$ cat config.mk
export PLATFORM = sky130hd
export DESIGN_NAME = ctw_mode_wake
export DESIGN_NICKNAME = d
export VERILOG_FILES = /design/src/ctw_pkg.sv /design/src/ctw_fifo.sv /design/src/ctw_mode_wake.sv
export SDC_FILE = /design/constraint.sdc
export NUM_CORES = 1
export LEC_CHECK = 0
export BUFFER_PORTS_ARGS = -buffer_cell sky130_fd_sc_hd__buf_4
export CAP_MARGIN = 5
export CORE_UTILIZATION = 35
export CTS_BUF_LIST = sky130_fd_sc_hd__clkbuf_2 sky130_fd_sc_hd__clkbuf_4 sky130_fd_sc_hd__clkbuf_8
export DETAILED_ROUTE_END_ITERATION = 6
export PLACE_DENSITY_LB_ADDON = 0.08
export SKIP_LAST_GASP = 1
export SYNTH_ARGS = -nofsm -noshare
export SYNTH_HDL_FRONTEND = slang
export SYNTH_SLANG_ARGS = --single-unit
$ cat constraint.sdc
create_clock -name ref_clk -period 2.1 [get_ports ref_clk]
set_input_delay 0 -clock ref_clk [delete_from_list [all_inputs] [get_ports ref_clk]]
set_output_delay 0 -clock ref_clk [all_outputs]
set_load 0.03 [all_outputs]
$ cat src/ctw_pkg.sv
// Package for the transceiver mode and wake logic.
// Assumes a 100 MHz ref_clk; all times become cycle counts here.
package ctw_pkg;

   // ==========================================================
   // Clock and time base
   localparam int CLK_PERIOD_NS = 10;
   // Filter must pass a 2 us bit, so 1 us leaves margin
   localparam int WAKE_FILTER_NS = 1000;
   localparam int WAKE_WINDOW_NS = 1000000;
   // Least time: rounded up
   localparam int FILTER_CYC = (WAKE_FILTER_NS + CLK_PERIOD_NS - 1) / CLK_PERIOD_NS;
   // Longest time: rounded down
   localparam int WINDOW_CYC = WAKE_WINDOW_NS / CLK_PERIOD_NS;

   // ==========================================================
   // Counter widths
   localparam int RUN_W = 8;
   localparam int WIN_W = 20;

   // ==========================================================
   // Synchroniser pin positions and reset levels
   localparam int PIN_N = 3;
   localparam int PIN_TXD = 0;
   localparam int PIN_LPS = 1;
   localparam int PIN_BUSDOM = 2;
   // Transmit recessive, standby selected, bus not dominant
   localparam logic [2:0] PIN_RST = 3'h3;

   // ==========================================================
   // Event buffer
   localparam int EVT_W = 8;
   localparam int EVT_DEPTH = 8;

   // ==========================================================
   // Output reset values
   localparam logic RXD_RST = 1'h1;
   localparam logic STANDBY_RST = 1'h1;

   typedef enum logic [2:0] {
      WK_IDLE,
      WK_WAIT_REC,
      WK_WAIT_DOM2,
      WK_WOKE
   } ctw_wake_t;

endpackage

$ cat src/ctw_fifo.sv
// Small synchronous FIFO carrying wake events to the receive output.
// Single clock; DEPTH must be a power of two.
module ctw_fifo #(
   parameter int WIDTH = 8,
   parameter int DEPTH = 8
) (
   // Clock and control
   input  wire logic             clk,
   input  wire logic             rstN,
   input  wire logic             clkEn,
   input  wire logic             flush,
   // Fill side
   input  wire logic             inValid,
   output logic                  inReady,
   input  wire logic [WIDTH-1:0] inData,
   // Drain side
   output logic                  outValid,
   input  wire logic             outReady,
   output logic [WIDTH-1:0]      outData
);
   localparam int AW = $clog2(DEPTH);

   logic [WIDTH-1:0] mem [DEPTH];
   logic [AW:0]      wrPtr_r;
   logic [AW:0]      rdPtr_r;
   wire  [AW:0]      level = wrPtr_r - rdPtr_r;
   wire              push = inValid && inReady;
   wire              pop = outValid && outReady;

   assign inReady = (level != (AW + 1)'(DEPTH));
   assign outValid = (level != '0);
   assign outData = mem[rdPtr_r[AW-1:0]];

   always_ff @(posedge clk) begin
      if (clkEn && push) begin
         mem[wrPtr_r[AW-1:0]] <= inData;
      end
   end

   always_ff @(posedge clk or negedge rstN) begin
      if (!rstN) begin
         wrPtr_r <= '0;
         rdPtr_r <= '0;
      end else if (clkEn) begin
         if (flush) begin
            wrPtr_r <= '0;
            rdPtr_r <= '0;
         end else begin
            if (push) wrPtr_r <= wrPtr_r + 1'b1;
            if (pop) rdPtr_r <= rdPtr_r + 1'b1;
         end
      end
   end
endmodule

$ cat src/ctw_mode_wake.sv
// Mode control and remote wake logic of a high-speed CAN transceiver.
// Assumes busDomIn is the comparator output of the bus receiver
// (1 = differential voltage says dominant) and that pins are asynchronous.
// clkEn low freezes every flop; WINDOW_CYCLES must fit the window counter
// and FIFO_DEPTH must be a power of two.
//
// How it works
// - Select input high standby, low normal
// - Normal mode enables driver and main receiver
// - Transmit low drives dominant; receive mirrors bus
// - Standby: driver off, weak ground bias
// - Standby holds receive high until wake
// - Wake needs dominant, recessive, dominant, filtered
// - Unfiltered activity never resets pattern monitor
// - Wake shown as low pulse, filter long
// - Each later filtered dominant pulses receive low
// - Only states longer than filter time count
// - Filter passes 2 us bit in either state
// - Pattern timeout restarts monitor without wake
// - Low means dominant, high means recessive
// - Open select biases standby, open transmit recessive
module ctw_mode_wake
   import ctw_pkg::*;
#(
   parameter int WINDOW_CYCLES = WINDOW_CYC,
   parameter int FIFO_DEPTH    = EVT_DEPTH
) (
   // Clock, reset, enable
   input  wire logic ref_clk,
   input  wire logic rst_n,
   input  wire logic clkEn,
   // Host side pins
   input  wire logic txdIn,
   input  wire logic lowPowerSelectIn,
   output logic      rxdOut,
   // Bus side
   input  wire logic busDomIn,
   output logic      busDriveDomOut,
   output logic      driverEnOut,
   output logic      mainRxEnOut,
   output logic      lowPowerRxEnOut,
   output logic      busWeakGndOut,
   // Pin bias and status
   output logic      txdPullUpOut,
   output logic      lowPowerSelectPullUpOut,
   output logic      standbyOut,
   output logic      wakeSeenOut
);

   // ==========================================================
   // Reset release
   logic [1:0] rstSync_r;
   wire        rstInt_n = rstSync_r[1];

   // Release waits two edges so no flop leaves reset on its own edge
   always_ff @(posedge ref_clk or negedge rst_n) begin
      if (!rst_n) begin
         rstSync_r <= 2'h0;
      end else if (clkEn) begin
         rstSync_r <= {rstSync_r[0], 1'b1};
      end
   end

   // ==========================================================
   // Pin synchronisers
   // Reset levels match the pin bias, so an open pin reads as after reset
   logic [PIN_N-1:0] pinMeta_r;
   logic [PIN_N-1:0] pinSync_r;
   wire  [PIN_N-1:0] pinRaw = {busDomIn, lowPowerSelectIn, txdIn};

   genvar gi;
   generate
      for (gi = 0; gi < PIN_N; gi++) begin : g_sync
         always_ff @(posedge ref_clk or negedge rstInt_n) begin
            if (!rstInt_n) begin
               pinMeta_r[gi] <= PIN_RST[gi];
               pinSync_r[gi] <= PIN_RST[gi];
            end else if (clkEn) begin
               pinMeta_r[gi] <= pinRaw[gi];
               pinSync_r[gi] <= pinMeta_r[gi];
            end
         end
      end
   endgenerate

   wire txdSync = pinSync_r[PIN_TXD];
   wire busDom = pinSync_r[PIN_BUSDOM];

   // ==========================================================
   // Mode decode
   // select level picks mode
   wire standbySel = pinSync_r[PIN_LPS];
   wire normalSel = !standbySel;
   logic standby_r;
   wire  enterNormal = standby_r && normalSel;
   // Monitor, buffer and pulse are cleared while standby_r is low, so any
   // visit to normal mode, however short, restarts the wake pattern.
   // normal mode clears monitor
   wire  monitorClr = !standby_r;

   always_ff @(posedge ref_clk or negedge rstInt_n) begin
      if (!rstInt_n) begin
         standby_r <= STANDBY_RST;
      end else if (clkEn) begin
         standby_r <= standbySel;
      end
   end

   // ==========================================================
   // Bus state run filter
   // Counts how long the bus has held its present state; a state is
   // filtered once it has lasted more than the filter time.
   logic             busPrev_r;
   logic [RUN_W-1:0] runCnt_r;
   localparam logic [RUN_W-1:0] FILT_HIT = RUN_W'(FILTER_CYC);

   wire busChanged = (busDom != busPrev_r);
   wire runHit = !busChanged && (runCnt_r == FILT_HIT);
   // 100 cycles is under one 2 us bit
   wire filtDom = runHit && busDom;
   wire filtRec = runHit && !busDom;
   wire runSat = (runCnt_r == '1);
   wire [RUN_W-1:0] runNxt = busChanged ? RUN_W'(1) :
                             runSat ? runCnt_r : runCnt_r + 1'b1;

   always_ff @(posedge ref_clk or negedge rstInt_n) begin
      if (!rstInt_n) begin
         busPrev_r <= 1'b0;
         runCnt_r  <= '0;
      end else if (clkEn) begin
         busPrev_r <= busDom;
         runCnt_r  <= runNxt;
      end
   end

   // ==========================================================
   // Wake pattern monitor
   ctw_wake_t        wkState_r;
   ctw_wake_t        wkState_nxt;
   logic [WIN_W-1:0] winCnt_r;
   localparam logic [WIN_W-1:0] WIN_LAST = WIN_W'(WINDOW_CYCLES);

   wire inWindow = (wkState_r == WK_WAIT_REC) || (wkState_r == WK_WAIT_DOM2);
   wire winExpired = inWindow && (winCnt_r >= WIN_LAST);
   wire [WIN_W-1:0] winNxt = (inWindow && standby_r) ? winCnt_r + 1'b1 : '0;
   // expiry wins over a late dominant
   wire dom2Hit = (wkState_r == WK_WAIT_DOM2) && !winExpired;
   wire wokeHit = (wkState_r == WK_WOKE);
   wire evtFire = standby_r && filtDom && (dom2Hit || wokeHit);

   always_comb begin
      wkState_nxt = wkState_r;
      case (wkState_r)
         WK_IDLE: begin
            if (filtDom) wkState_nxt = WK_WAIT_REC;
         end
         WK_WAIT_REC: begin
            if (winExpired) wkState_nxt = WK_IDLE;
            else if (filtRec) wkState_nxt = WK_WAIT_DOM2;
         end
         WK_WAIT_DOM2: begin
            if (winExpired) wkState_nxt = WK_IDLE;
            else if (filtDom) wkState_nxt = WK_WOKE;
         end
         WK_WOKE: begin
            // Left only by normal mode; the window no longer applies
            wkState_nxt = WK_WOKE;
         end
         default: begin
            wkState_nxt = WK_IDLE;
         end
      endcase
   end

   always_ff @(posedge ref_clk or negedge rstInt_n) begin
      if (!rstInt_n) begin
         wkState_r <= WK_IDLE;
      end else if (clkEn) begin
         wkState_r <= monitorClr ? WK_IDLE : wkState_nxt;
      end
   end

   always_ff @(posedge ref_clk or negedge rstInt_n) begin
      if (!rstInt_n) begin
         winCnt_r <= '0;
      end else if (clkEn) begin
         winCnt_r <= winNxt;
      end
   end

   // ==========================================================
   // Event hand-off into the buffer
   // A pending event waits until the buffer accepts it; a further event
   // while one is pending merges into it rather than being queued.
   logic evtPending_r;
   wire  fifoInReady;
   wire  evtValid = evtPending_r || evtFire;
   wire  evtTaken = evtValid && fifoInReady;

   always_ff @(posedge ref_clk or negedge rstInt_n) begin
      if (!rstInt_n) begin
         evtPending_r <= 1'b0;
      end else if (clkEn) begin
         if (monitorClr) evtPending_r <= 1'b0;
         else evtPending_r <= evtValid && !evtTaken;
      end
   end

   wire             fifoOutValid;
   wire             fifoOutReady;
   wire [EVT_W-1:0] fifoOutData;
   wire             fifoInValid = evtValid && standby_r;
   // Each event carries its own pulse length, so the pulse logic needs no
   // knowledge of the filter setting.
   wire [EVT_W-1:0] evtLen = EVT_W'(FILTER_CYC);

   ctw_fifo #(
      .WIDTH (EVT_W),
      .DEPTH (FIFO_DEPTH)
   ) u_evt_fifo (
      .clk      (ref_clk),
      .rstN     (rstInt_n),
      .clkEn    (clkEn),
      .flush    (monitorClr),
      .inValid  (fifoInValid),
      .inReady  (fifoInReady),
      .inData   (evtLen),
      .outValid (fifoOutValid),
      .outReady (fifoOutReady),
      .outData  (fifoOutData)
   );

   // ==========================================================
   // Wake pulse generator
   // Drains one event at a time; while a pulse is running it refuses the
   // next event so the buffer, not the output, absorbs bursts.
   logic [EVT_W-1:0] lowCnt_r;
   wire              pulseBusy = (lowCnt_r != '0);
   assign fifoOutReady = !pulseBusy && standby_r;
   wire              pulseLoad = fifoOutValid && fifoOutReady;

   always_ff @(posedge ref_clk or negedge rstInt_n) begin
      if (!rstInt_n) begin
         lowCnt_r <= '0;
      end else if (clkEn) begin
         if (monitorClr) lowCnt_r <= '0;
         else if (pulseLoad) lowCnt_r <= fifoOutData;
         else if (pulseBusy) lowCnt_r <= lowCnt_r - 1'b1;
      end
   end

   // ==========================================================
   // Output next values
   // low is dominant on pins
   wire rxdNormal = !busDom;
   wire rxdStandby = !(pulseLoad || (pulseBusy && lowCnt_r != EVT_W'(1)));
   wire rxdNxt = normalSel ? rxdNormal : rxdStandby;
   wire driveNxt = normalSel && !txdSync;
   wire driverEnNxt = normalSel;
   wire mainRxEnNxt = normalSel;
   wire lowPowerRxEnNxt = standbySel;
   wire busWeakGndNxt   = standbySel;
   // host clears this by selecting normal
   wire wakeSeenNxt = standbySel && (wkState_nxt == WK_WOKE) && !enterNormal;

   // ==========================================================
   // Receive output
   // Mode outputs all take the synced select, so they switch on one edge
   always_ff @(posedge ref_clk or negedge rstInt_n) begin
      if (!rstInt_n) begin
         rxdOut <= RXD_RST;
      end else if (clkEn) begin
         rxdOut <= rxdNxt;
      end
   end

   // ==========================================================
   // Mode status
   always_ff @(posedge ref_clk or negedge rstInt_n) begin
      if (!rstInt_n) begin
         standbyOut  <= STANDBY_RST;
         wakeSeenOut <= 1'b0;
      end else if (clkEn) begin
         standbyOut  <= standbySel;
         wakeSeenOut <= wakeSeenNxt;
      end
   end

   // ==========================================================
   // Driver outputs
   always_ff @(posedge ref_clk or negedge rstInt_n) begin
      if (!rstInt_n) begin
         busDriveDomOut <= 1'b0;
         driverEnOut    <= 1'b0;
      end else if (clkEn) begin
         busDriveDomOut <= driveNxt;
         driverEnOut    <= driverEnNxt;
      end
   end

   // ==========================================================
   // Receiver enables and bus bias
   always_ff @(posedge ref_clk or negedge rstInt_n) begin
      if (!rstInt_n) begin
         mainRxEnOut     <= 1'b0;
         lowPowerRxEnOut <= 1'b1;
         busWeakGndOut   <= 1'b1;
      end else if (clkEn) begin
         mainRxEnOut     <= mainRxEnNxt;
         lowPowerRxEnOut <= lowPowerRxEnNxt;
         busWeakGndOut   <= busWeakGndNxt;
      end
   end

   // ==========================================================
   // Pin bias outputs
   // pins keep weak pull-ups
   // Held in both modes: an open pin must still read recessive and standby
   always_ff @(posedge ref_clk or negedge rstInt_n) begin
      if (!rstInt_n) begin
         txdPullUpOut            <= 1'b1;
         lowPowerSelectPullUpOut <= 1'b1;
      end else if (clkEn) begin
         txdPullUpOut            <= 1'b1;
         lowPowerSelectPullUpOut <= 1'b1;
      end
   end
endmodule

==> flow_summary.ini, run 1 <==
[cells_and_area]
num_antenna_cells = 0
utilization_pct = 44.7
drive_gt1_share_pct = 19.1
area_growth_pct = 21.5
final_nets = 436
finish.instance_area_um2 = 4190
fillerInstances = 926
stdcell_count = 553

[sta]
worst_pin_slew_ns = 0.565
final.setup.tns_ns = 0
max_freq_mhz = 479
slew_viol_final = 0
rsz0062_at_grt = true
finalClockSkew_ns = 0.00876
fin_crit_sh_pct = 99.4
hold_viol_final = 0
slew_headroom_pct = 62.3
fin_hold_ws_ns = 0.246
fin_ws_ns = 0.0122
min_period_ns = 2.09
setup-violations-final = 0

[logic_synthesis]
synth_ff_type = dfrtp_1
synth_top_cell_area_share_pct = 40.7
synth_area_leaders = dfrtp_1, dfstp_2, nand2_1, nor2_1, ha_1
synthCells = 373
synth_edf_count = 0
avgSynthCellArea_um2 = 9.24
synth_cell_types = 53
yosys_warnings = 0
synth-async-reset-ratio_pct = 100
ys_seq_area_share_pct = 45.2
syn_area_um2 = 3450
synth-seq-cells = 62
synth_area_leader_cell = dfrtp_1

[global_routing]
grt-ovfl-total = 0
grt.total_usage_pct = 15.6
antenna_found_initial = 0
grt_max_degree = 43
grt_pass1_wl_um = 12600
grt_pass1_vias = 2740

[clocking]
numCtsBuffers = 9
cts_tree = yes
cts.sinks = 62
root_buffer = clkbuf_8
clockBufferDepth = 2
h-tree-depth = 3
clkLatencyLatePin_ns = 0.34
clkTransAtPathRegs_ns = 0.07

[route]
drt-initial-drc-count = 99
dr.pass1.iters = 4
totalWireLength_um = 7240
vias_per_cell = 4.93
drc = 0
final_antenna_net_count = 0
vias = 2729
wl_per_cell_um = 13.1

[floorplanning]
core_um2 = 9370
die_h_um = 101
rows = 35
ios = 16
die_x_um = 101
start_util_pct = 36.8
fp.dieArea_um2 = 10200

[place]
pre_cts_ws_ns = -0.0282
place_hpwl_um = 5020
io_buffers = 13
gp_congestion = 0.718
dp.cells = 526
place_area_um2 = 3810

[worst_setup_path]
arrival_ns = 2.31
crit_path_start_kind = register
crit_type = reg2reg
critical_path.endpoint_type = register
crit_required_ns = 2.33
crit_chain = inv_1 -> ha_1 -> nor2b_4 -> o21a_1 -> nor3_2 -> buf_4 -> o41ai_4 -> buf_6 -> o21ai_2 -> a22o_1
slowest_stage = o41ai_4
crit_path_max_fanout = 7
slowest_delay_ns = 0.38
path_buf_inv = 3
regToRegSetupSlack_ns = 0.01
crit_family = compound AO/OA/AOI/OAI gates

[power]
ir_drop_mv = 0.564
finalPower_mw = 3.93
leakage_nw = 1.85
power.density_nw_per_um2 = 940

[status]
status = finished clean

[run]
drv_cap = 0

[worst_hold_path]
holdCritPathClass = reg2async
-- power breakdown --
group / internal [mW] / switching [mW] / total [mW]
logic: 0.559 / 0.650 / 1.21
clock network: 0.733 / 0.492 / 1.23
registers: 1.35 / 0.143 / 1.50
-- final timing paths --
check	startpoint	end	depth (start not counted)
worst max register to register	u_evt_fifo.rdPtr_r[1]$_DFFE_PN0P_	lowCnt_r[2]$_DFFE_PN0P_	10
worst min-delay path	rstSync_r[1]$_DFFE_PN0P_	lowCnt_r[4]$_DFFE_PN0P_	1
worst max-delay path	u_evt_fifo.rdPtr_r[1]$_DFFE_PN0P_	lowCnt_r[2]$_DFFE_PN0P_	10
min in group ref_clk	txdIn	pinMeta_r[0]$_DFFE_PN1P_	3
max in group asynchronous	rstSync_r[1]$_DFFE_PN0P_	winCnt_r[0]$_DFFE_PN0P_	1
worst min register to register	rstSync_r[1]$_DFFE_PN0P_	lowCnt_r[4]$_DFFE_PN0P_	1
-- logic make-up after synthesis --
logic type	after synthesis	synth area share (%)
adders and majority gates	11	3.99
and+or+nand+nor	153	22.0
muxes	12	3.85
DFF	62	45.2
other	1	0.109
AOI/OAI and AO/OA	75	14.3
xor gates and xnor gates	21	5.56
buffers and inverters	38	4.90
-- what timing repair did --
action	in CTS	in global routing
pin swaps	0	8
endpoints found under the hold margin	11	0
hold buffers	6	0
gates resized for setup	2	7
setup buffers	0	5
setup endpoints to repair	1	13
-- area by class of cell --
class                           count  area, um^2  area share (%)
Clock buffer                       11         151            3.62
Timing Repair Buffer               49         387            9.24
Inverter                           23        86.3            2.06
Tap cell                          129         161            3.86
Clock inverter                      5        81.3            1.94
Sequential cell                    62        1560            37.3
Multi-Input combinational cell    274        1760            42.0
-- cell usage after synthesis (5+ instances only) --
| cell type | n |
|---|---|
| xor2_1 | 9 |
| nor2b_1 | 5 |
| nor3_1 | 12 |
| nor2_1 | 38 |
| dfstp_2 | 6 |
| nand3_1 | 21 |
| o21ai_0 | 8 |
| dfrtp_1 | 56 |
| a31oi_1 | 6 |
| nand2_1 | 41 |
| buf_4 | 5 |
| clkbuf_1 | 9 |
| xnor2_1 | 11 |
| and3_1 | 7 |
| nand2b_1 | 5 |
| ha_1 | 11 |
| o21ai_1 | 20 |
| mux2_1 | 9 |
| inv_1 | 21 |
| a21oi_1 | 13 |
-- sequential cells by signal, indices dropped and copies added (netlist names), 2 cells and up --
signal              count
lowCnt_r                8
wkState_r               3
rstSync_r               2
pinMeta_r               3
runCnt_r                8
winCnt_r               20
u_evt_fifo.wrPtr_r      4
u_evt_fifo.rdPtr_r      4
-- per-layer routing --
metal / wire length (um) / part of all wire [%] / track usage (%)
met1: 3700 / 51 / 20.7
met2: 3270 / 45 / 25.2
met5: 0 / 0 / 0
met3: 168 / 2.3 / 3.73
met4: 99 / 1.4 / 5.13
-- cell usage in the layout (no fill, tap or decap), drive strengths merged, types with 3 or more instances in the layout --
| cell type | Yosys | layout |
|---|---|---|
| o21ai | 28 | 28 |
| nor3 | 12 | 12 |
| dlygate4sd3 | 0 | 6 |
| buf | 6 | 43 |
| nor2 | 38 | 38 |
| o31ai | 3 | 3 |
| mux2 | 10 | 10 |
| o22ai | 4 | 4 |
| xor2 | 10 | 10 |
| a21oi | 13 | 13 |
| nand3 | 21 | 21 |
| and4 | 3 | 3 |
| nor4 | 3 | 3 |
| nand4 | 3 | 3 |
| dfrtp | 56 | 56 |
| a21o | 3 | 3 |
| a22o | 3 | 3 |
| nor2b | 5 | 5 |
| xnor2 | 11 | 11 |
| nand2b | 5 | 5 |
| clkbuf | 9 | 11 |
| o41ai | 5 | 5 |
| inv | 23 | 23 |
| nand2 | 42 | 42 |
| a31oi | 6 | 6 |
| and3 | 8 | 8 |
| dfstp | 6 | 6 |
| ha | 11 | 11 |
| or3 | 3 | 3 |
| or2 | 4 | 4 |
(Power assumes the default switching activity.)
==> inputs of run 2 (changes only) <==
--- a/config.mk
+++ b/config.mk
@@ -7,6 +7,8 @@
 export LEC_CHECK = 0
 export BUFFER_PORTS_ARGS = -buffer_cell sky130_fd_sc_hd__buf_4
 export CAP_MARGIN = 5
+export CORE_ASPECT_RATIO = 1.75
+export CORE_MARGIN = 3
 export CORE_UTILIZATION = 35
 export CTS_BUF_LIST = sky130_fd_sc_hd__clkbuf_2 sky130_fd_sc_hd__clkbuf_4 sky130_fd_sc_hd__clkbuf_8
 export DETAILED_ROUTE_END_ITERATION = 6
==> flow_summary.ini, run 2 (same netlist as run 1, synthesis figures left out) <==
[status]
status = finished clean

[cells_and_area]
stdcell_count = 545
fillerInstances = 995
drive_gt1_share_pct = 20.8
num_antenna_cells = 0
layout_common_cells = dfrtp_1, buf_4, nand2_1
largest_reg_flops = 20
reg_top3 = winCnt_r: 20 flops, lowCnt_r: 8 flops, runCnt_r: 8 flops
regMostFlops = winCnt_r
final_common_cell = dfrtp_1
final_nets = 435
area_growth_pct = 21.4

[place]
io_buffers = 13
pre_cts_ws_ns = 0.0141
gp_congestion = 0.775
dp.cells = 521
place_hpwl_um = 5480

[route]
wl_met2_um = 4210
met1_length_um = 3310
wl_per_cell_um = 14.4
totalWireLength_um = 7860
vias = 2790
maxUsedRoutingLayer = met4
vias_per_cell = 5.12
drt-initial-drc-count = 85
wl_met3_um = 155
drc = 0
final_antenna_net_count = 0
dr.pass1.iters = 4

[power]
leakage_nw = 1.83
intPower_mw = 2.48
comb_power_share_pct = 32.4
sw_frac_of_total_pct = 34.6
p_switching_mw = 1.31
ir_drop_mv = 0.422
power.density_nw_per_um2 = 907
clockPowerShare_pct = 27.8
seqPwrFrac_pct = 39.8

[clocking]
numCtsBuffers = 9
clkLatencyLatePin_ns = 0.35
clkTransAtPathRegs_ns = 0.08
cts.sinks = 62
clockBufferDepth = 2
cts_tree = yes
root_buffer = clkbuf_8
h-tree-depth = 3

[sta]
fin_ws_ns = 0.0856
fin_hold_ws_ns = 0.129
min_period_ns = 2.01
slew_viol_final = 0
slew_headroom_pct = 47.8
hold_viol_final = 0
max_freq_mhz = 496
finalClockSkew_ns = 0.0110
worst_pin_slew_ns = 0.784
fin_crit_sh_pct = 95.9
setup-violations-final = 0

[floorplanning]
rows = 47
start_util_pct = 36.2
ios = 16
die_h_um = 137
fp.dieArea_um2 = 11100
die_x_um = 81.0
core_um2 = 9530

[global_routing]
grt-ovfl-total = 0
grt_max_degree = 61
antenna_found_initial = 0
grt.total_usage_pct = 15.7
grt_pass1_wl_um = 13400
grt_pass1_vias = 2778

[run]
drv_cap = 0

[worst_setup_path]
crit_path_max_fanout = 4
crit_required_ns = 2.38
crit_type = reg2reg
arrival_ns = 2.29
critical_path.endpoint_type = register
crit_path_start_kind = register

[worst_hold_path]
holdCritPathClass = in2reg
run 2: layout make-up:
type / instances / area [um^2] / share of cell area [%]
repair buffers: 48 / 377 / 9.00
multi-input cells: 274 / 1810 / 43.4
clock buffers: 10 / 131 / 3.14
well taps: 122 / 153 / 3.65
inverters: 23 / 86.3 / 2.06
clock inverters: 6 / 62.6 / 1.50
flip-flops and latches: 62 / 1560 / 37.3
run 2: timing repair:
action / CTS / global route
gates resized for setup: 1 / 17
pin swaps: 0 / 7
setup buffers: 0 / 3
endpoints found under the setup margin: 1 / 16
endpoints found under the hold margin: 5 / 0
hold buffers: 5 / 0
run 2: critical path, cell delays in order, from the launching register on:
cell      delay (ns)
dfrtp_1         0.39
inv_2           0.10
ha_4            0.22
xnor2_1         0.13
or2_1           0.28
o41ai_4         0.45
nand2b_4        0.21
mux2_2          0.16
run 2: power groups by stage:
stage / clock, mW / sequential [mW] / combinational, mW
after detailed placement: 0 / 1.53 / 1.15
after CTS: 1.10 / 1.51 / 1.17
after global placement: 0 / 1.52 / 1.15
final: 1.06 / 1.51 / 1.23
after floorplan: 0 / 1.55 / 0.751
after global routing: 1.14 / 1.53 / 1.39
run 2: path summary, 6_finish.rpt:
kind | to | startpoint | slack, ns | cells after the start
max reg2reg | u_evt_fifo.rdPtr_r[0]$_DFFE_PN0P_ | u_evt_fifo.rdPtr_r[2]$_DFFE_PN0P_ | 0.09 | 7
min reg2reg | mainRxEnOut$_DFFE_PN0P_ | rstSync_r[1]$_DFFE_PN0P_ | 0.45 | 1
min | winCnt_r[1]$_DFFE_PN0P_ | clkEn | 0.13 | 3
max | u_evt_fifo.rdPtr_r[0]$_DFFE_PN0P_ | u_evt_fifo.rdPtr_r[2]$_DFFE_PN0P_ | 0.09 | 7
min in group asynchronous | mainRxEnOut$_DFFE_PN0P_ | rstSync_r[1]$_DFFE_PN0P_ | 0.45 | 1
max in group asynchronous | winCnt_r[11]$_DFFE_PN0P_ | rstSync_r[1]$_DFFE_PN0P_ | 1.14 | 1
run 2: per-stage QoR:
step                utilization [%]  cell area, um^2  setup TNS [ns]  power, mW
floorplan                         -             3450               0       2.30
detailed placement             40.1             3820               0       2.68
global placement               40.1             3820               0       2.68
CTS                            42.7             4070               0       3.78
global route                   43.9             4180         -0.0372       4.06
finish                         43.9             4180               0       3.79
run 2: routing by layer:
metal  track usage [%]  vias up
li1                  -     1393
met1              18.5     1359
met2              26.8       25
met3              2.75       13
met4              7.89        0
met5                 0        -
==> inputs of run 3 (changes only) <==
==> constraint.sdc (replaced) <==
create_clock -name ref_clk -period 1.7 [get_ports ref_clk]
set_input_delay 0 -clock ref_clk [delete_from_list [all_inputs] [get_ports ref_clk]]
set_output_delay 0 -clock ref_clk [all_outputs]
set_load 0.03 [all_outputs]
==> flow_summary.ini, run 3 (same netlist as run 1, synthesis figures left out) <==
[worst_setup_path]
crit_required_ns = 1.94
slowest_stage = dfrtp_1
crit_chain = inv_2 -> ha_4 -> nor2b_4 -> o21a_4 -> buf_6 -> o21ai_4 -> a31oi_4 -> nor2b_4 -> mux2_4
path_buf_inv = 2
slowest_delay_ns = 0.39
critical_path.endpoint_type = register
crit_family = compound AO/OA/AOI/OAI gates
crit_type = reg2reg
crit_path_frequent_cell = nor2b_4
crit_path_start_kind = register
arrival_ns = 2.23
crit_path_max_fanout = 4

[cells_and_area]
finish.instance_area_um2 = 5030
layout_common_cells = buf_4, dfrtp_1, nand2_1
area_growth_pct = 46.0
regArea_um2 = 1560
largest_reg_flops = 20
multi_input_area_um2 = 2110
stdcell_count = 612
utilization_pct = 52.8
regMostFlops = winCnt_r
final_common_cell = buf_4
num_antenna_cells = 0
final_nets = 502
drive_gt1_share_pct = 40.4
reg_top3 = winCnt_r: 20 flops, lowCnt_r: 8 flops, runCnt_r: 8 flops
fillerInstances = 899

[clocking]
clkTransAtPathRegs_ns = 0.07
cts_tree = yes
numCtsBuffers = 9
h-tree-depth = 3
clkLatencyLatePin_ns = 0.36
clockBufferDepth = 2
root_buffer = clkbuf_8
cts.sinks = 62

[sta]
slew_headroom_pct = 46.0
final.setup.tns_ns = -4.21
min_period_ns = 1.99
fin_ws_ns = -0.292
worst_pin_slew_ns = 0.811
slew_viol_final = 0
max_freq_mhz = 502
fin_hold_ws_ns = 0.128
setup-violations-final = 19
fin_crit_sh_pct = 117
finalClockSkew_ns = 0.0106
hold_viol_final = 0
rsz0062_at_grt = true

[global_routing]
grt_pass1_wl_um = 15100
met3_usage_pct = 3.47
antenna_found_initial = 0
grt-ovfl-total = 0
use_met1_pct = 19.4
grt.total_usage_pct = 17.8
grt_pass1_vias = 3178
grt_busiest_layer = met2
use_met2_pct = 32.3
grt_max_degree = 61

[power]
ir_drop_mv = 0.483
power.density_nw_per_um2 = 1050
leakage_nw = 2.27

[route]
drc = 0
totalWireLength_um = 9050
dr.pass1.iters = 4
wl_per_cell_um = 14.8
vias_per_cell = 5.03
final_antenna_net_count = 0
vias = 3079
drt-initial-drc-count = 125

[floorplanning]
fp.dieArea_um2 = 11100
rows = 47
start_util_pct = 36.2
die_x_um = 81.0
ios = 16
die_h_um = 137
core_um2 = 9530

[place]
io_buffers = 13
gp_congestion = 0.746
place_hpwl_um = 6050
place_area_um2 = 4290
dp.cells = 573

[run]
drv_cap = 0

[status]
status = complete, but fails checks
violations = negative setup slack

[worst_hold_path]
holdCritPathClass = in2reg
==> run 3: path summary, 6_finish.rpt <==
path	from	endpoint	slack (ns)	cells after the start
setup / recovery	u_evt_fifo.rdPtr_r[1]$_DFFE_PN0P_	u_evt_fifo.rdPtr_r[0]$_DFFE_PN0P_	-0.29	9
setup reg to reg	u_evt_fifo.rdPtr_r[1]$_DFFE_PN0P_	u_evt_fifo.rdPtr_r[0]$_DFFE_PN0P_	-0.29	9
max in group asynchronous	rstSync_r[1]$_DFFE_PN0P_	winCnt_r[16]$_DFFE_PN0P_	0.69	1
min in group asynchronous	rstSync_r[1]$_DFFE_PN0P_	u_evt_fifo.wrPtr_r[2]$_DFFE_PN0P_	0.44	1
hold / removal	clkEn	busWeakGndOut$_DFFE_PN1P_	0.13	3
hold reg to reg	rstSync_r[1]$_DFFE_PN0P_	u_evt_fifo.wrPtr_r[2]$_DFFE_PN0P_	0.44	1
==> run 3: through the flow <==
step                setup slack [ns]  power [mW]
CTS                           -0.287        5.14
finish                        -0.292        5.27
detailed placement            -0.428        3.59
global placement              -0.332        3.55
floorplan                     -0.240        2.87
global route                  -0.373        5.60
==> run 3: layout make-up <==
cell class                      instances  area share [%]
Sequential cell                        62            31.0
Inverter                               23            1.72
Clock inverter                          5           0.995
Tap cell                              122            3.03
Clock buffer                           11            2.89
Timing Repair Buffer                  115            18.4
Multi-Input combinational cell        274            41.9
==> run 3: what timing repair did <==
action	4_1_cts	5_1_grt
setup endpoints to repair	25	34
setup buffers	8	9
hold endpoints to repair	5	0
gates resized for setup	39	34
hold buffers	5	0
gates cloned	0	1
pin swaps	19	30
==> run 3: worst min-delay path: cells and delay by family <==
kind / cells / cell delay, ns
compound gates: 1 / 0.09
buf+inv: 2 / 0.35
==> run 3: routing by layer <==
layer  up-vias  share of wire (%)
met1      1514                 39
li1       1520                  -
met4         0                2.3
met5         -                  0
met2        30                 57
met3        15                2.4
==> run 3: where the power goes <==
part           switching [mW]  total (mW)  internal, mW
Clock                   0.603        1.33         0.723
Sequential              0.143        1.82          1.67
Combinational            1.09        2.12          1.03
Total                    1.84        5.27          3.43
